===== config.mk =====
export PLATFORM = sky130hd
export DESIGN_NAME = mcc_master_clock_controller
export DESIGN_NICKNAME = d
export VERILOG_FILES = /design/src/core/mcc_pkg.sv /design/src/core/mcc_master_clock_controller.sv
export SDC_FILE = /design/constraint.sdc
export NUM_CORES = 1
export LEC_CHECK = 0
export ABC_AREA = 1
export CAP_MARGIN = 40
export CELL_PAD_IN_SITES_DETAIL_PLACEMENT = 1
export CELL_PAD_IN_SITES_GLOBAL_PLACEMENT = 2
export CORE_UTILIZATION = 34
export DETAILED_ROUTE_END_ITERATION = 8
export DONT_BUFFER_PORTS = 1
export GPL_TIMING_DRIVEN = 0
export PLACE_DENSITY_LB_ADDON = 0.1
export SKIP_LAST_GASP = 1
export SLEW_MARGIN = 25
export SYNTH_ARGS = -nofsm -noshare
export SYNTH_HDL_FRONTEND = slang
export SYNTH_SLANG_ARGS = --single-unit
export TNS_END_PERCENT = 10

===== constraint.sdc =====
create_clock -name i_sys_clk -period 2.2 [get_ports i_sys_clk]
set_input_delay 0.44 -clock i_sys_clk [delete_from_list [all_inputs] [get_ports i_sys_clk]]
set_output_delay 0.44 -clock i_sys_clk [all_outputs]
set_load 0.1 [all_outputs]

===== src/core/mcc_pkg.sv =====
// Constants, types and register map of the master clock controller.
// Assumes a 40 MHz system clock and an 8-bit register file on classic Wishbone.
`default_nettype none
package mcc_pkg;
  // Timing, in the system clock domain
  localparam int unsigned SYS_PERIOD_NS = 25;    // System clock period
  localparam int unsigned FAIL_TIME_NS  = 2000;  // Longest gap in external edges
  localparam int unsigned WAKE_TIME_NS  = 1000;  // Regulator restart delay
  localparam logic [7:0]  FAIL_CYC = 8'(FAIL_TIME_NS / SYS_PERIOD_NS);
  localparam logic [7:0]  WAKE_CYC = 8'((WAKE_TIME_NS + SYS_PERIOD_NS - 1) / SYS_PERIOD_NS);

  // Source codes
  localparam logic [1:0] SRC_EXT_XTAL = 2'h0;  // ext_fast_osc, crystal
  localparam logic [1:0] SRC_EXT_USER = 2'h1;  // ext_fast_osc, user clock
  localparam logic [1:0] SRC_INT_FAST = 2'h2;  // int_fast_rc
  localparam logic [1:0] SRC_INT_SLOW = 2'h3;  // int_slow_rc

  // Register byte offsets
  localparam logic [7:0] OFS_SWITCH  = 8'h00;  // Target source, switch request
  localparam logic [7:0] OFS_STATUS  = 8'h04;  // Current source, busy, fail
  localparam logic [7:0] OFS_DIVIDER = 8'h08;  // Prescaler exponent
  localparam logic [7:0] OFS_GATE1   = 8'h0C;  // peripheral_clock_gate_1
  localparam logic [7:0] OFS_GATE2   = 8'h10;  // peripheral_clock_gate_2
  localparam logic [7:0] OFS_MONITOR = 8'h14;  // clock_fail_monitor control
  localparam logic [7:0] OFS_CLKOUT  = 8'h18;  // clock_out_function control
  localparam logic [7:0] OFS_POWER   = 8'h1C;  // Low-power options

  // Field positions
  localparam int unsigned SW_GO_BIT   = 2;  // Switch register: request
  localparam int unsigned ST_BUSY_BIT = 2;  // Status: switch pending
  localparam int unsigned ST_FAIL_BIT = 3;  // Status: clock failure seen
  localparam int unsigned MON_EN_BIT  = 0;  // Monitor enable
  localparam int unsigned MON_IE_BIT  = 1;  // Monitor interrupt enable
  localparam int unsigned MON_FL_BIT  = 2;  // Monitor fail flag (read)
  localparam int unsigned CO_EN_BIT   = 0;  // Clock output enable
  localparam int unsigned PW_REGOFF_BIT = 0;  // Regulator off in active-halt

  // Gate register bit positions
  localparam int unsigned G1_TIMER_ONE  = 7;  // gate_timer_one
  localparam int unsigned G1_TIMER_FIVE = 6;  // gate_timer_five
  localparam int unsigned G1_TIMER_SIX  = 4;  // gate_timer_six
  localparam int unsigned G1_LIN_UART   = 3;  // gate_lin_uart
  localparam int unsigned G1_SPI        = 1;  // gate_spi
  localparam int unsigned G1_I2C        = 0;  // gate_i2c
  localparam int unsigned G2_ADC        = 3;  // gate_adc
  localparam int unsigned G2_AUTO_WAKE  = 2;  // gate_auto_wakeup
  localparam logic [7:0]  GATE1_MASK = 8'hDB;  // Implemented gate 1 bits
  localparam logic [7:0]  GATE2_MASK = 8'h0C;  // Implemented gate 2 bits

  // Reset values
  localparam logic [1:0] RST_SRC   = SRC_INT_FAST;
  localparam logic [2:0] RST_DIV   = 3'h3;   // Divide by eight
  localparam logic [7:0] RST_GATE1 = 8'hDB;
  localparam logic [7:0] RST_GATE2 = 8'h0C;
  localparam logic [2:0] CO_SEL_MASTER = 3'h4;  // Clock out: divided master

  // Low-power modes
  typedef enum logic [2:0] {PM_RUN, PM_WAIT, PM_AHALT, PM_HALT, PM_WAKE} mcc_pmode_t;

  // Classic Wishbone request and answer
  typedef struct packed {
    logic        cyc;
    logic        stb;
    logic        we;
    logic [7:0]  adr;
    logic [3:0]  sel;
    logic [31:0] dat;
  } mcc_wb_req_t;

  typedef struct packed {
    logic        ack;
    logic [31:0] dat;
  } mcc_wb_rsp_t;
endpackage : mcc_pkg
`default_nettype wire


===== src/core/mcc_master_clock_controller.sv =====
// Master clock controller: source select, prescaler, fallback, gating, clock out.
// Assumes source clocks and ready flags arrive as pins sampled by the 40 MHz clock.
//
// Contract
// - Master clock from any of four sources.
// - Switch only once new source ready, glitch-free.
// - After reset run fast RC divided by eight.
// - Programmable prescaler divides selected source.
// - Monitor falls back to fast RC/8 on failure.
// - Stop CPU, peripheral and memory clocks separately.
// - Gate 1 bits: timers, UART, SPI, I2C.
// - Gate 2 bits: ADC and auto-wakeup.
// - Drive configurable clock copy on output pin.
// - Wait stops CPU only; any interrupt wakes.
// - Active-halt stops all but the auto-wakeup clock; auto-wakeup or external wakes. Master tick and clock out keep running here.
// - Active-halt regulator on or off, slower wake.
// - Halt stops all, regulator off, external wake. Master tick and clock out keep running here.
`default_nettype none
module mcc_master_clock_controller (
  input  wire logic                 i_sys_clk,     // 40 MHz system clock
  input  wire logic                 i_reset_n,     // Asynchronous reset, low
  input  wire mcc_pkg::mcc_wb_req_t i_wb,          // Wishbone request
  output var  mcc_pkg::mcc_wb_rsp_t o_wb,          // Wishbone answer
  input  wire logic [3:0]           i_src_clk,     // Source clocks, by code
  input  wire logic [3:0]           i_src_ready,   // Source ready flags
  input  wire logic                 i_wait_req,    // CPU enters wait
  input  wire logic                 i_ahalt_req,   // CPU enters active-halt
  input  wire logic                 i_halt_req,    // CPU enters halt
  input  wire logic                 i_irq_wake,    // Any internal interrupt
  input  wire logic                 i_awu_wake,    // Auto-wakeup interrupt
  input  wire logic                 i_ext_wake,    // External event pin
  output logic                      o_master_tick, // Master clock enable
  output logic                      o_cpu_tick,    // CPU clock enable
  output logic                      o_mem_tick,    // Memory clock enable
  output logic [7:0]                o_gate1_tick,  // Peripheral enables, gate 1
  output logic [7:0]                o_gate2_tick,  // Peripheral enables, gate 2
  output logic                      o_clk_out,     // clock_out_pin level
  output logic                      o_main_reg_on, // Main regulator enable
  output logic                      o_fail_irq     // Clock failure interrupt
);
  import mcc_pkg::*;

  // Whole state of the block
  typedef struct packed {
    logic [3:0]  s1;       // Source sync, first stage
    logic [3:0]  s2;       // Source sync, second stage
    logic [3:0]  s3;       // Edge history
    logic [3:0]  r1;       // Ready sync, first stage
    logic [3:0]  r2;       // Ready sync, second stage
    logic        e1;       // External wake sync, first stage
    logic        e2;       // External wake sync, second stage
    logic        ack;      // Bus acknowledge
    logic [7:0]  rdat;     // Bus read data
    logic [1:0]  target;   // Requested source
    logic        busy;     // Switch pending
    logic [1:0]  cur;      // Source in use
    logic [2:0]  div;      // Prescaler exponent
    logic [7:0]  cnt;      // Prescaler edge count
    logic [7:0]  gate1;    // peripheral_clock_gate_1
    logic [7:0]  gate2;    // peripheral_clock_gate_2
    logic        mon_en;   // Monitor enabled
    logic        mon_ie;   // Monitor interrupt enabled
    logic        fail;     // Sticky failure flag
    logic [7:0]  fcnt;     // Cycles since last external edge
    logic        co_en;    // Clock output enabled
    logic [2:0]  co_sel;   // Clock output selection
    logic        reg_off;  // Regulator off in active-halt
    mcc_pmode_t  pmode;    // Low-power mode
    logic [7:0]  wcnt;     // Wake delay count
    logic        tick;     // Master tick
    logic        cpu_tick; // CPU tick
    logic        mem_tick; // Memory tick
    logic [7:0]  g1_tick;  // Gate 1 ticks
    logic [7:0]  g2_tick;  // Gate 2 ticks
    logic        clk_out;  // Pin level
    logic        reg_on;   // Regulator enable
    logic        irq;      // Failure interrupt
  } mcc_state_t;

  mcc_state_t q;           // Registered state
  mcc_state_t n;           // Next state
  logic [3:0] src_edge;    // Rising edges of synced sources
  logic [7:0] lim;         // Prescaler wrap count
  logic [7:0] rd;          // Read mux
  logic       wr;          // Write strobe
  logic       run_clk;     // Peripherals clocked
  logic [7:0] word_ofs;    // Word-aligned byte offset

  // Next-state logic: bus, switching, prescaler, monitor, power modes
  always_comb
  begin
    n        = q;
    src_edge = q.s2 & ~q.s3;
    lim      = 8'((16'h0001 << q.div) - 16'h0001);
    word_ofs = {i_wb.adr[7:2], 2'b00};
    rd       = 8'h00;
    run_clk  = 1'b0;

    // Synchronisers: first stage feeds only the second
    n.s1 = i_src_clk;
    n.s2 = q.s1;
    n.s3 = q.s2;
    n.r1 = i_src_ready;
    n.r2 = q.r1;
    n.e1 = i_ext_wake;
    n.e2 = q.e1;

    // Bus answer in the cycle after the strobe, dropped one cycle later
    n.ack = i_wb.cyc & i_wb.stb & ~q.ack;
    wr    = n.ack & i_wb.we & i_wb.sel[0];

    // Read mux; unmapped words read as zero
    if (word_ofs == OFS_SWITCH)
      rd = {5'h00, q.busy, q.target};
    else if (word_ofs == OFS_STATUS)
      rd = {4'h0, q.fail, q.busy, q.cur};
    else if (word_ofs == OFS_DIVIDER)
      rd = {5'h00, q.div};
    else if (word_ofs == OFS_GATE1)
      rd = q.gate1 & GATE1_MASK;
    else if (word_ofs == OFS_GATE2)
      rd = q.gate2 & GATE2_MASK;
    else if (word_ofs == OFS_MONITOR)
      rd = {5'h00, q.fail, q.mon_ie, q.mon_en};
    else if (word_ofs == OFS_CLKOUT)
      rd = {4'h0, q.co_sel, q.co_en};
    else if (word_ofs == OFS_POWER)
      rd = {7'h00, q.reg_off};
    n.rdat = rd;

    // Register writes; unmapped writes are dropped
    if (wr)
    begin
      if (word_ofs == OFS_SWITCH)
      begin
        if (i_wb.dat[SW_GO_BIT])
        begin
          n.target = i_wb.dat[1:0];
          n.busy   = 1'b1;
          n.fail   = 1'b0;
        end
      end
      else if (word_ofs == OFS_DIVIDER)
        n.div = i_wb.dat[2:0];
      else if (word_ofs == OFS_GATE1)
        n.gate1 = i_wb.dat[7:0] & GATE1_MASK;
      else if (word_ofs == OFS_GATE2)
        n.gate2 = i_wb.dat[7:0] & GATE2_MASK;
      else if (word_ofs == OFS_MONITOR)
      begin
        n.mon_en = i_wb.dat[MON_EN_BIT];
        n.mon_ie = i_wb.dat[MON_IE_BIT];
      end
      else if (word_ofs == OFS_CLKOUT)
      begin
        n.co_en  = i_wb.dat[CO_EN_BIT];
        n.co_sel = i_wb.dat[3:1];
      end
      else if (word_ofs == OFS_POWER)
        n.reg_off = i_wb.dat[PW_REGOFF_BIT];
    end

    // Prescaler counts edges of the source in use
    // Edges are seen through the synchroniser, so a source must stay below
    // half the system clock or edges are lost
    n.tick = 1'b0;
    if (src_edge[q.cur])
    begin
      if (q.cnt >= lim)
      begin
        n.cnt  = 8'h00;
        n.tick = 1'b1;
      end
      else
        n.cnt = q.cnt + 8'h01;
    end

    // Switch only between periods, so no short pulse is ever produced
    if (q.busy && q.r2[q.target] && (q.cnt == 8'h00) && !src_edge[q.cur])
    begin
      n.cur  = q.target;
      n.busy = 1'b0;
      n.cnt  = 8'h00;
    end

    // Failure monitor watches an external source in use
    if (q.mon_en && !q.cur[1])
    begin
      if (src_edge[q.cur])
        n.fcnt = 8'h00;
      else if (q.fcnt >= FAIL_CYC - 8'h01)
      begin
        // Fallback wins over a same-cycle software switch
        n.fail = 1'b1;
        n.cur  = SRC_INT_FAST;
        n.div  = RST_DIV;
        n.busy = 1'b0;
        n.cnt  = 8'h00;
        n.fcnt = 8'h00;
      end
      else
        n.fcnt = q.fcnt + 8'h01;
    end
    else
      n.fcnt = 8'h00;
    n.irq = n.fail & n.mon_ie;

    // Low-power mode sequencing
    unique case (q.pmode)
      PM_RUN:
      begin
        if (i_halt_req)
          n.pmode = PM_HALT;
        else if (i_ahalt_req)
          n.pmode = PM_AHALT;
        else if (i_wait_req)
          n.pmode = PM_WAIT;
      end
      PM_WAIT:
      begin
        if (i_irq_wake || i_awu_wake || q.e2)
          n.pmode = PM_RUN;
      end
      PM_AHALT:
      begin
        // Regulator off costs a restart delay
        if (i_awu_wake || q.e2)
        begin
          n.pmode = q.reg_off ? PM_WAKE : PM_RUN;
          n.wcnt  = 8'h00;
        end
      end
      PM_HALT:
      begin
        if (q.e2)
        begin
          n.pmode = PM_WAKE;
          n.wcnt  = 8'h00;
        end
      end
      PM_WAKE:
      begin
        if (q.wcnt >= WAKE_CYC - 8'h01)
          n.pmode = PM_RUN;
        else
          n.wcnt = q.wcnt + 8'h01;
      end
      default:
        n.pmode = PM_RUN;
    endcase

    // Clock enables follow the mode of this cycle
    run_clk    = (q.pmode == PM_RUN) || (q.pmode == PM_WAIT);
    n.cpu_tick = n.tick && (q.pmode == PM_RUN);
    n.mem_tick = n.tick && run_clk;
    n.g1_tick  = (n.tick && run_clk) ? (q.gate1 & GATE1_MASK) : 8'h00;
    n.g2_tick  = (n.tick && run_clk) ? (q.gate2 & GATE2_MASK) : 8'h00;
    // Auto-wakeup keeps its clock in active-halt so it can wake the chip
    if (n.tick && (q.pmode == PM_AHALT))
      n.g2_tick[G2_AUTO_WAKE] = q.gate2[G2_AUTO_WAKE];
    n.reg_on = !((q.pmode == PM_HALT) || ((q.pmode == PM_AHALT) && q.reg_off));

    // Clock output: raw synced source or halved master
    if (!q.co_en)
      n.clk_out = 1'b0;
    else if (q.co_sel[2])
      n.clk_out = n.tick ? ~q.clk_out : q.clk_out;
    else
      n.clk_out = q.s2[q.co_sel[1:0]];
  end

  // State register
  // Reset loads constants only, so any reset restarts from fast RC / 8
  always_ff @(posedge i_sys_clk or negedge i_reset_n)
  begin
    if (!i_reset_n)
    begin
      q        <= '0;
      q.target <= RST_SRC;
      q.cur    <= RST_SRC;
      q.div    <= RST_DIV;
      q.gate1  <= RST_GATE1;
      q.gate2  <= RST_GATE2;
      q.pmode  <= PM_RUN;
      q.reg_on <= 1'b1;
    end
    else
      q <= n;
  end

  // Outputs straight from the state register
  assign o_wb.ack      = q.ack;
  assign o_wb.dat      = {24'h000000, q.rdat};
  assign o_master_tick = q.tick;
  assign o_cpu_tick    = q.cpu_tick;
  assign o_mem_tick    = q.mem_tick;
  assign o_gate1_tick  = q.g1_tick;
  assign o_gate2_tick  = q.g2_tick;
  assign o_clk_out     = q.clk_out;
  assign o_main_reg_on = q.reg_on;
  assign o_fail_irq    = q.irq;
endmodule : mcc_master_clock_controller
`default_nettype wire


======== Yosys cells after proc, flatten, opt, wreduce, memory -nomap -nowiden ========
Index checks and enable logic that the tools add are counted.
cells by class
  bitwise operators ....................... 15
  mux-type cells .......................... 60
  eq/ne operators ......................... 18
  shift-type cells ........................ 1
  magnitude comparators ................... 6
  add/subtract/negate cells ............... 4
  reductions and logical operators ........ 28
operators by type and width
  operator                                             number
  two-way mux 8 bit                                    12
  two-way mux 14 bit                                   3
  two-way mux 3 bit                                    10
  adder 8 x 1 -> 8 bit, second input constant          3
  == test 6 x 3 -> 1 bit, second input constant        4
  case mux 8 bit (3 select lines)                      1
  two-way mux 1 bit                                    23
  two-way mux 11 bit                                   2
  two-way mux 4 bit                                    4
  case mux 3 bit (5 select lines)                      1
  == test 6 x 2 -> 1 bit, second input constant        2
  inequality test 2 bit, second input constant         5
  AND reduction 5 bit                                  2
  < comparator 2 x 3 -> 1 bit, second input constant   3
  >= comparator 8 x 6 -> 1 bit, second input constant  1
  >= comparator 8 x 7 -> 1 bit, second input constant  1
  >= comparator 8 bit                                  1
  logical AND 1 bit                                    8
  logical NOT 8 bit                                    1
  inverter 1 bit                                       8
  AND reduction 4 bit                                  2
  AND reduction 8 bit                                  1
  << shifter 1 x 3 -> 8 bit, first input constant      1
  subtractor 8 x 1 -> 8 bit, second input constant     1
  other kinds (19)                                     32
storage, ports and cells
  word-level logic and storage cells ...... 165
  bits of input ports ..................... 63
  register bits after elaboration ......... 100

======== Longest topological paths before layout ========
  depth after elaboration ................. 11
  gate-level depth with buffers ........... 15

======== Worst setup path after synthesis ========
No wires, ideal clock.
  path kind ............................... reg-to-reg
  start point ............................. reg q[74] (netlist name)
  end point ............................... reg q, in the netlist o_cpu_tick
  arrival time ............................ 2.072 ns
  required time ........................... 2.128 ns
  period minus slack after synthesis ...... 2.144 ns
  slack ................................... 0.056 ns
  buffers on the path ..................... 0
  cell stages (with the launch flop) ...... 16
  cell sequence ........................... dfstp_2 inv_1 nand3_1 ha_1 inv_1 o21ai_0 nand3_1 ha_1 nand2_1 nor2_1 nand4_1 nand3_1 nand2_4 inv_2 nand2_4 nor2_1
RTL lines
  what                    RTL line                            text
  start, declared         mcc_master_clock_controller.sv:80   mcc_state_t q;
  start signal, assigned  mcc_master_clock_controller.sv:288  q <= n;

==> flow_summary.json <==
{
  "drive_gt1_share_pct": 26.3,
  "finalHoldViolCount": 83,
  "setup_viol": 15,
  "synth-seq-cells": 95,
  "wire_per_inst_um": 13.9,
  "cts_tree": "built",
  "syn_area_mm2": 0.00470,
  "ys_warn_count": 0,
  "totalPowerFinal_mw": 5.39,
  "nNetsFinal": 653,
  "drcViolationCount": 0,
  "synth_common_cells": "nand2_1 (88), dfrtp_1 (82), inv_1 (74)",
  "grt_max_degree": 96,
  "fin_ws_ps": -27.7,
  "ys_top_cells_by_area": "dfrtp_1 (44%), buf_4 (7.8%), dfstp_2 (7.3%)",
  "dp.cells": 733,
  "critPathKind": "flop to flop",
  "path_max_fanout": 9,
  "vias_per_cell": 4.43,
  "ir_drop_v": 0.000435,
  "rsz0062_at_grt": "true",
  "drtPass1Iterations": 4,
  "postSynthAreaPerCell_um2": 8.99,
  "period_needed_ps": 2230,
  "p_leak_nw": 2.83,
  "dieWidth_um": 120,
  "core_area_mm2": 0.0133,
  "holdWs_ps": -223,
  "drt_iter0_drc": 91,
  "violations": "hold timing, setup timing",
  "clk_latency_ps": 350,
  "power.density_mw_per_mm2": 945,
  "grt_pass1_wl_mm": 17.6,
  "nFillCells": 1548,
  "design_area_mm2": 0.00570,
  "tns_ps": -196,
  "cts_made_buffers": 9,
  "status": "complete, but fails checks",
  "hp-class": "primary input to asynchronous set/reset pin",
  "clock_path_buffers": 2,
  "antenna_found_initial": 0,
  "row_count": 42,
  "synth_ff_type": "dfrtp_1",
  "tightest_slew_ps": 869,
  "cp.required_ps": 2480,
  "ys_seq_area_share_pct": 50.9,
  "synth-async-reset-ratio_pct": 100,
  "drv_cap": 0,
  "ys_types": 39,
  "critPathLaunchType": "flop",
  "antenna_cells": 0,
  "slew_viol_final": 0,
  "clock.fmax_mhz": 449,
  "die_h_um": 120,
  "grt_usage_pct": 16.0,
  "arrival_ps": 2510,
  "gp_congestion": 0.782,
  "postPlaceCellArea_mm2": 0.00507,
  "syn-instance-count": 523,
  "grt_pass1_vias": 3522,
  "overflow": 0,
  "num_vias": 3361,
  "die-area_mm2": 0.0143,
  "instances_no_fill": 758,
  "finalCritPeriodShare_pct": 101,
  "io_pins": 118,
  "synthToLayoutAreaGrowth_pct": 21.2,
  "dp_hpwl_mm": 7.68,
  "synth.most_common_cell": "nand2_1",
  "floorplan.initialDensity_pct": 35.2,
  "skew_ps": 8.08,
  "portBuffers": 0,
  "clk_pin_slew_ps": 70,
  "wirelength_mm": 10.6,
  "h-tree-depth": 3,
  "synth_edf_count": 0,
  "ant_nets": 0,
  "synth.largest_area_cell": "dfrtp_1",
  "slew_headroom_pct": 42.1,
  "clock-sinks": 95,
  "synth_top_area_share_pct": 43.6,
  "cts-root-buf": "clkbuf_16",
  "crit_path_end_kind": "flop"
}
==> final cells by class <==
| class | count | area, um^2 | share of cell area [%] |
|---|---|---|---|
| buffer | 52 | 395 | 6.93 |
| clock buffer | 10 | 229 | 4.02 |
| clock inverter | 6 | 116 | 2.04 |
| timing repair buffer | 10 | 95.1 | 1.67 |
| sequential | 95 | 2390 | 42.0 |
| tap | 176 | 220 | 3.86 |
| multi-input combinational | 331 | 1950 | 34.2 |
| inverter | 78 | 303 | 5.31 |
==> cell usage in the layout, fill, tap and decap left out, types with 3 or more instances in the layout <==
cell | Yosys | final
xor2_1 | 7 | 7
conb_1 | 2 | 35
a22oi_1 | 3 | 3
nand3_1 | 23 | 18
nand2_1 | 88 | 86
nor2_1 | 59 | 43
o21ai_0 | 27 | 25
inv_6 | 0 | 3
nor2_2 | 4 | 16
o21ai_1 | 6 | 7
o211ai_1 | 4 | 4
nand2_2 | 4 | 5
clkbuf_16 | 0 | 9
nor2_4 | 0 | 4
bufinv_16 | 0 | 3
nand2_4 | 4 | 4
inv_2 | 4 | 5
a21oi_1 | 15 | 13
nand3_4 | 2 | 4
nand4_1 | 11 | 11
dfrtp_1 | 82 | 81
dfstp_2 | 13 | 13
inv_1 | 74 | 70
ha_1 | 13 | 9
nand3_2 | 4 | 7
a21oi_2 | 1 | 3
buf_4 | 49 | 58
ha_4 | 0 | 4
==> critical path, stage by stage (launching register included) <==
cell and delay, ps:
dfstp_2 570, inv_2 60, nand3_4 60, ha_4 170
inv_6 50, o21ai_4 70, a31oi_4 110, ha_4 270
nand2_1 50, nor2_2 130, nand4_1 110, nand3_2 120
nand2_4 90, inv_4 90, nand2_8 80, nor2_1 110
==> cell families (layout without fill, tap and decap cells) <==
| group | count (synthesis) | count (layout) | synth area share (%) |
|---|---|---|---|
| and+or+nand+nor | 207 | 207 | 20.8 |
| buffers and inverters | 130 | 156 | 14.6 |
| DFF | 95 | 95 | 50.9 |
| AOI/OAI and AO/OA | 66 | 66 | 8.22 |
| adders and majority gates | 13 | 13 | 3.46 |
| xor gates and xnor gates | 9 | 9 | 1.68 |
| other | 2 | 35 | 0.160 |
| muxes | 1 | 1 | 0.213 |
==> per-layer routing <==
layer | GRT usage (%) | wire length, um | part of all wire, %
met5 | 0 | 0 | 0
met4 | 6.33 | 158 | 1.5
met3 | 4.09 | 490 | 4.6
met2 | 25.3 | 4890 | 46
met1 | 20.9 | 5010 | 48
==> report_power, final <==
part	switching [mW]	leakage [nW]	total [mW]	internal (mW)
Sequential	0.245	1.19	2.17	1.93
Combinational	0.951	1.48	1.39	0.435
Clock	0.710	0.168	1.83	1.12
Total	1.91	2.83	5.39	3.48
==> per-stage QoR <==
stage | utilization (%) | setup slack, ps
global placement | 37.8 | -275
global route | 42.7 | -208
finish | 42.7 | -27.7
CTS | 41.6 | -38.5
floorplan | - | 55.9
detailed placement | 38.0 | -373
==> registers in the layout, indices dropped and copies added, names as in the netlist <==
signal / flops
o_main_reg_on: 1
o_cpu_tick: 1
o_master_tick: 1
n: 13
q: 60
o_wb: 8
o_gate2_tick: 2
o_mem_tick: 1
o_clk_out: 1
o_fail_irq: 1
o_gate1_tick: 6
==> worst paths after layout <==
| path | end | cells after the start | slack [ps] | from |
|---|---|---|---|---|
| hold reg to reg | q[95]$_DFF_PN0_ | 0 | 350 | n[95]$_DFF_PN0_ |
| setup / recovery | o_gate1_tick[7]$_DFF_PN0_ | 15 | -30 | q[73]$_DFF_PN1_ |
| setup reg to reg | o_gate1_tick[7]$_DFF_PN0_ | 15 | -30 | q[73]$_DFF_PN1_ |
| max in group asynchronous | q[74]$_DFF_PN1_ | 0 | 2140 | i_reset_n |
| min in group i_sys_clk | n[90]$_DFF_PN0_ | 0 | 120 | i_ext_wake |
| hold / removal | q[70]$_DFF_PN0_ | 0 | -220 | i_reset_n |
==> what timing repair did <==
action,CTS,global route
setup endpoints to repair,20,18
pin swaps,20,14
buffers inserted,8,1
gates resized for setup,24,30
hold endpoints to repair,95,95
Note: power is estimated with default switching activity, not from simulation.
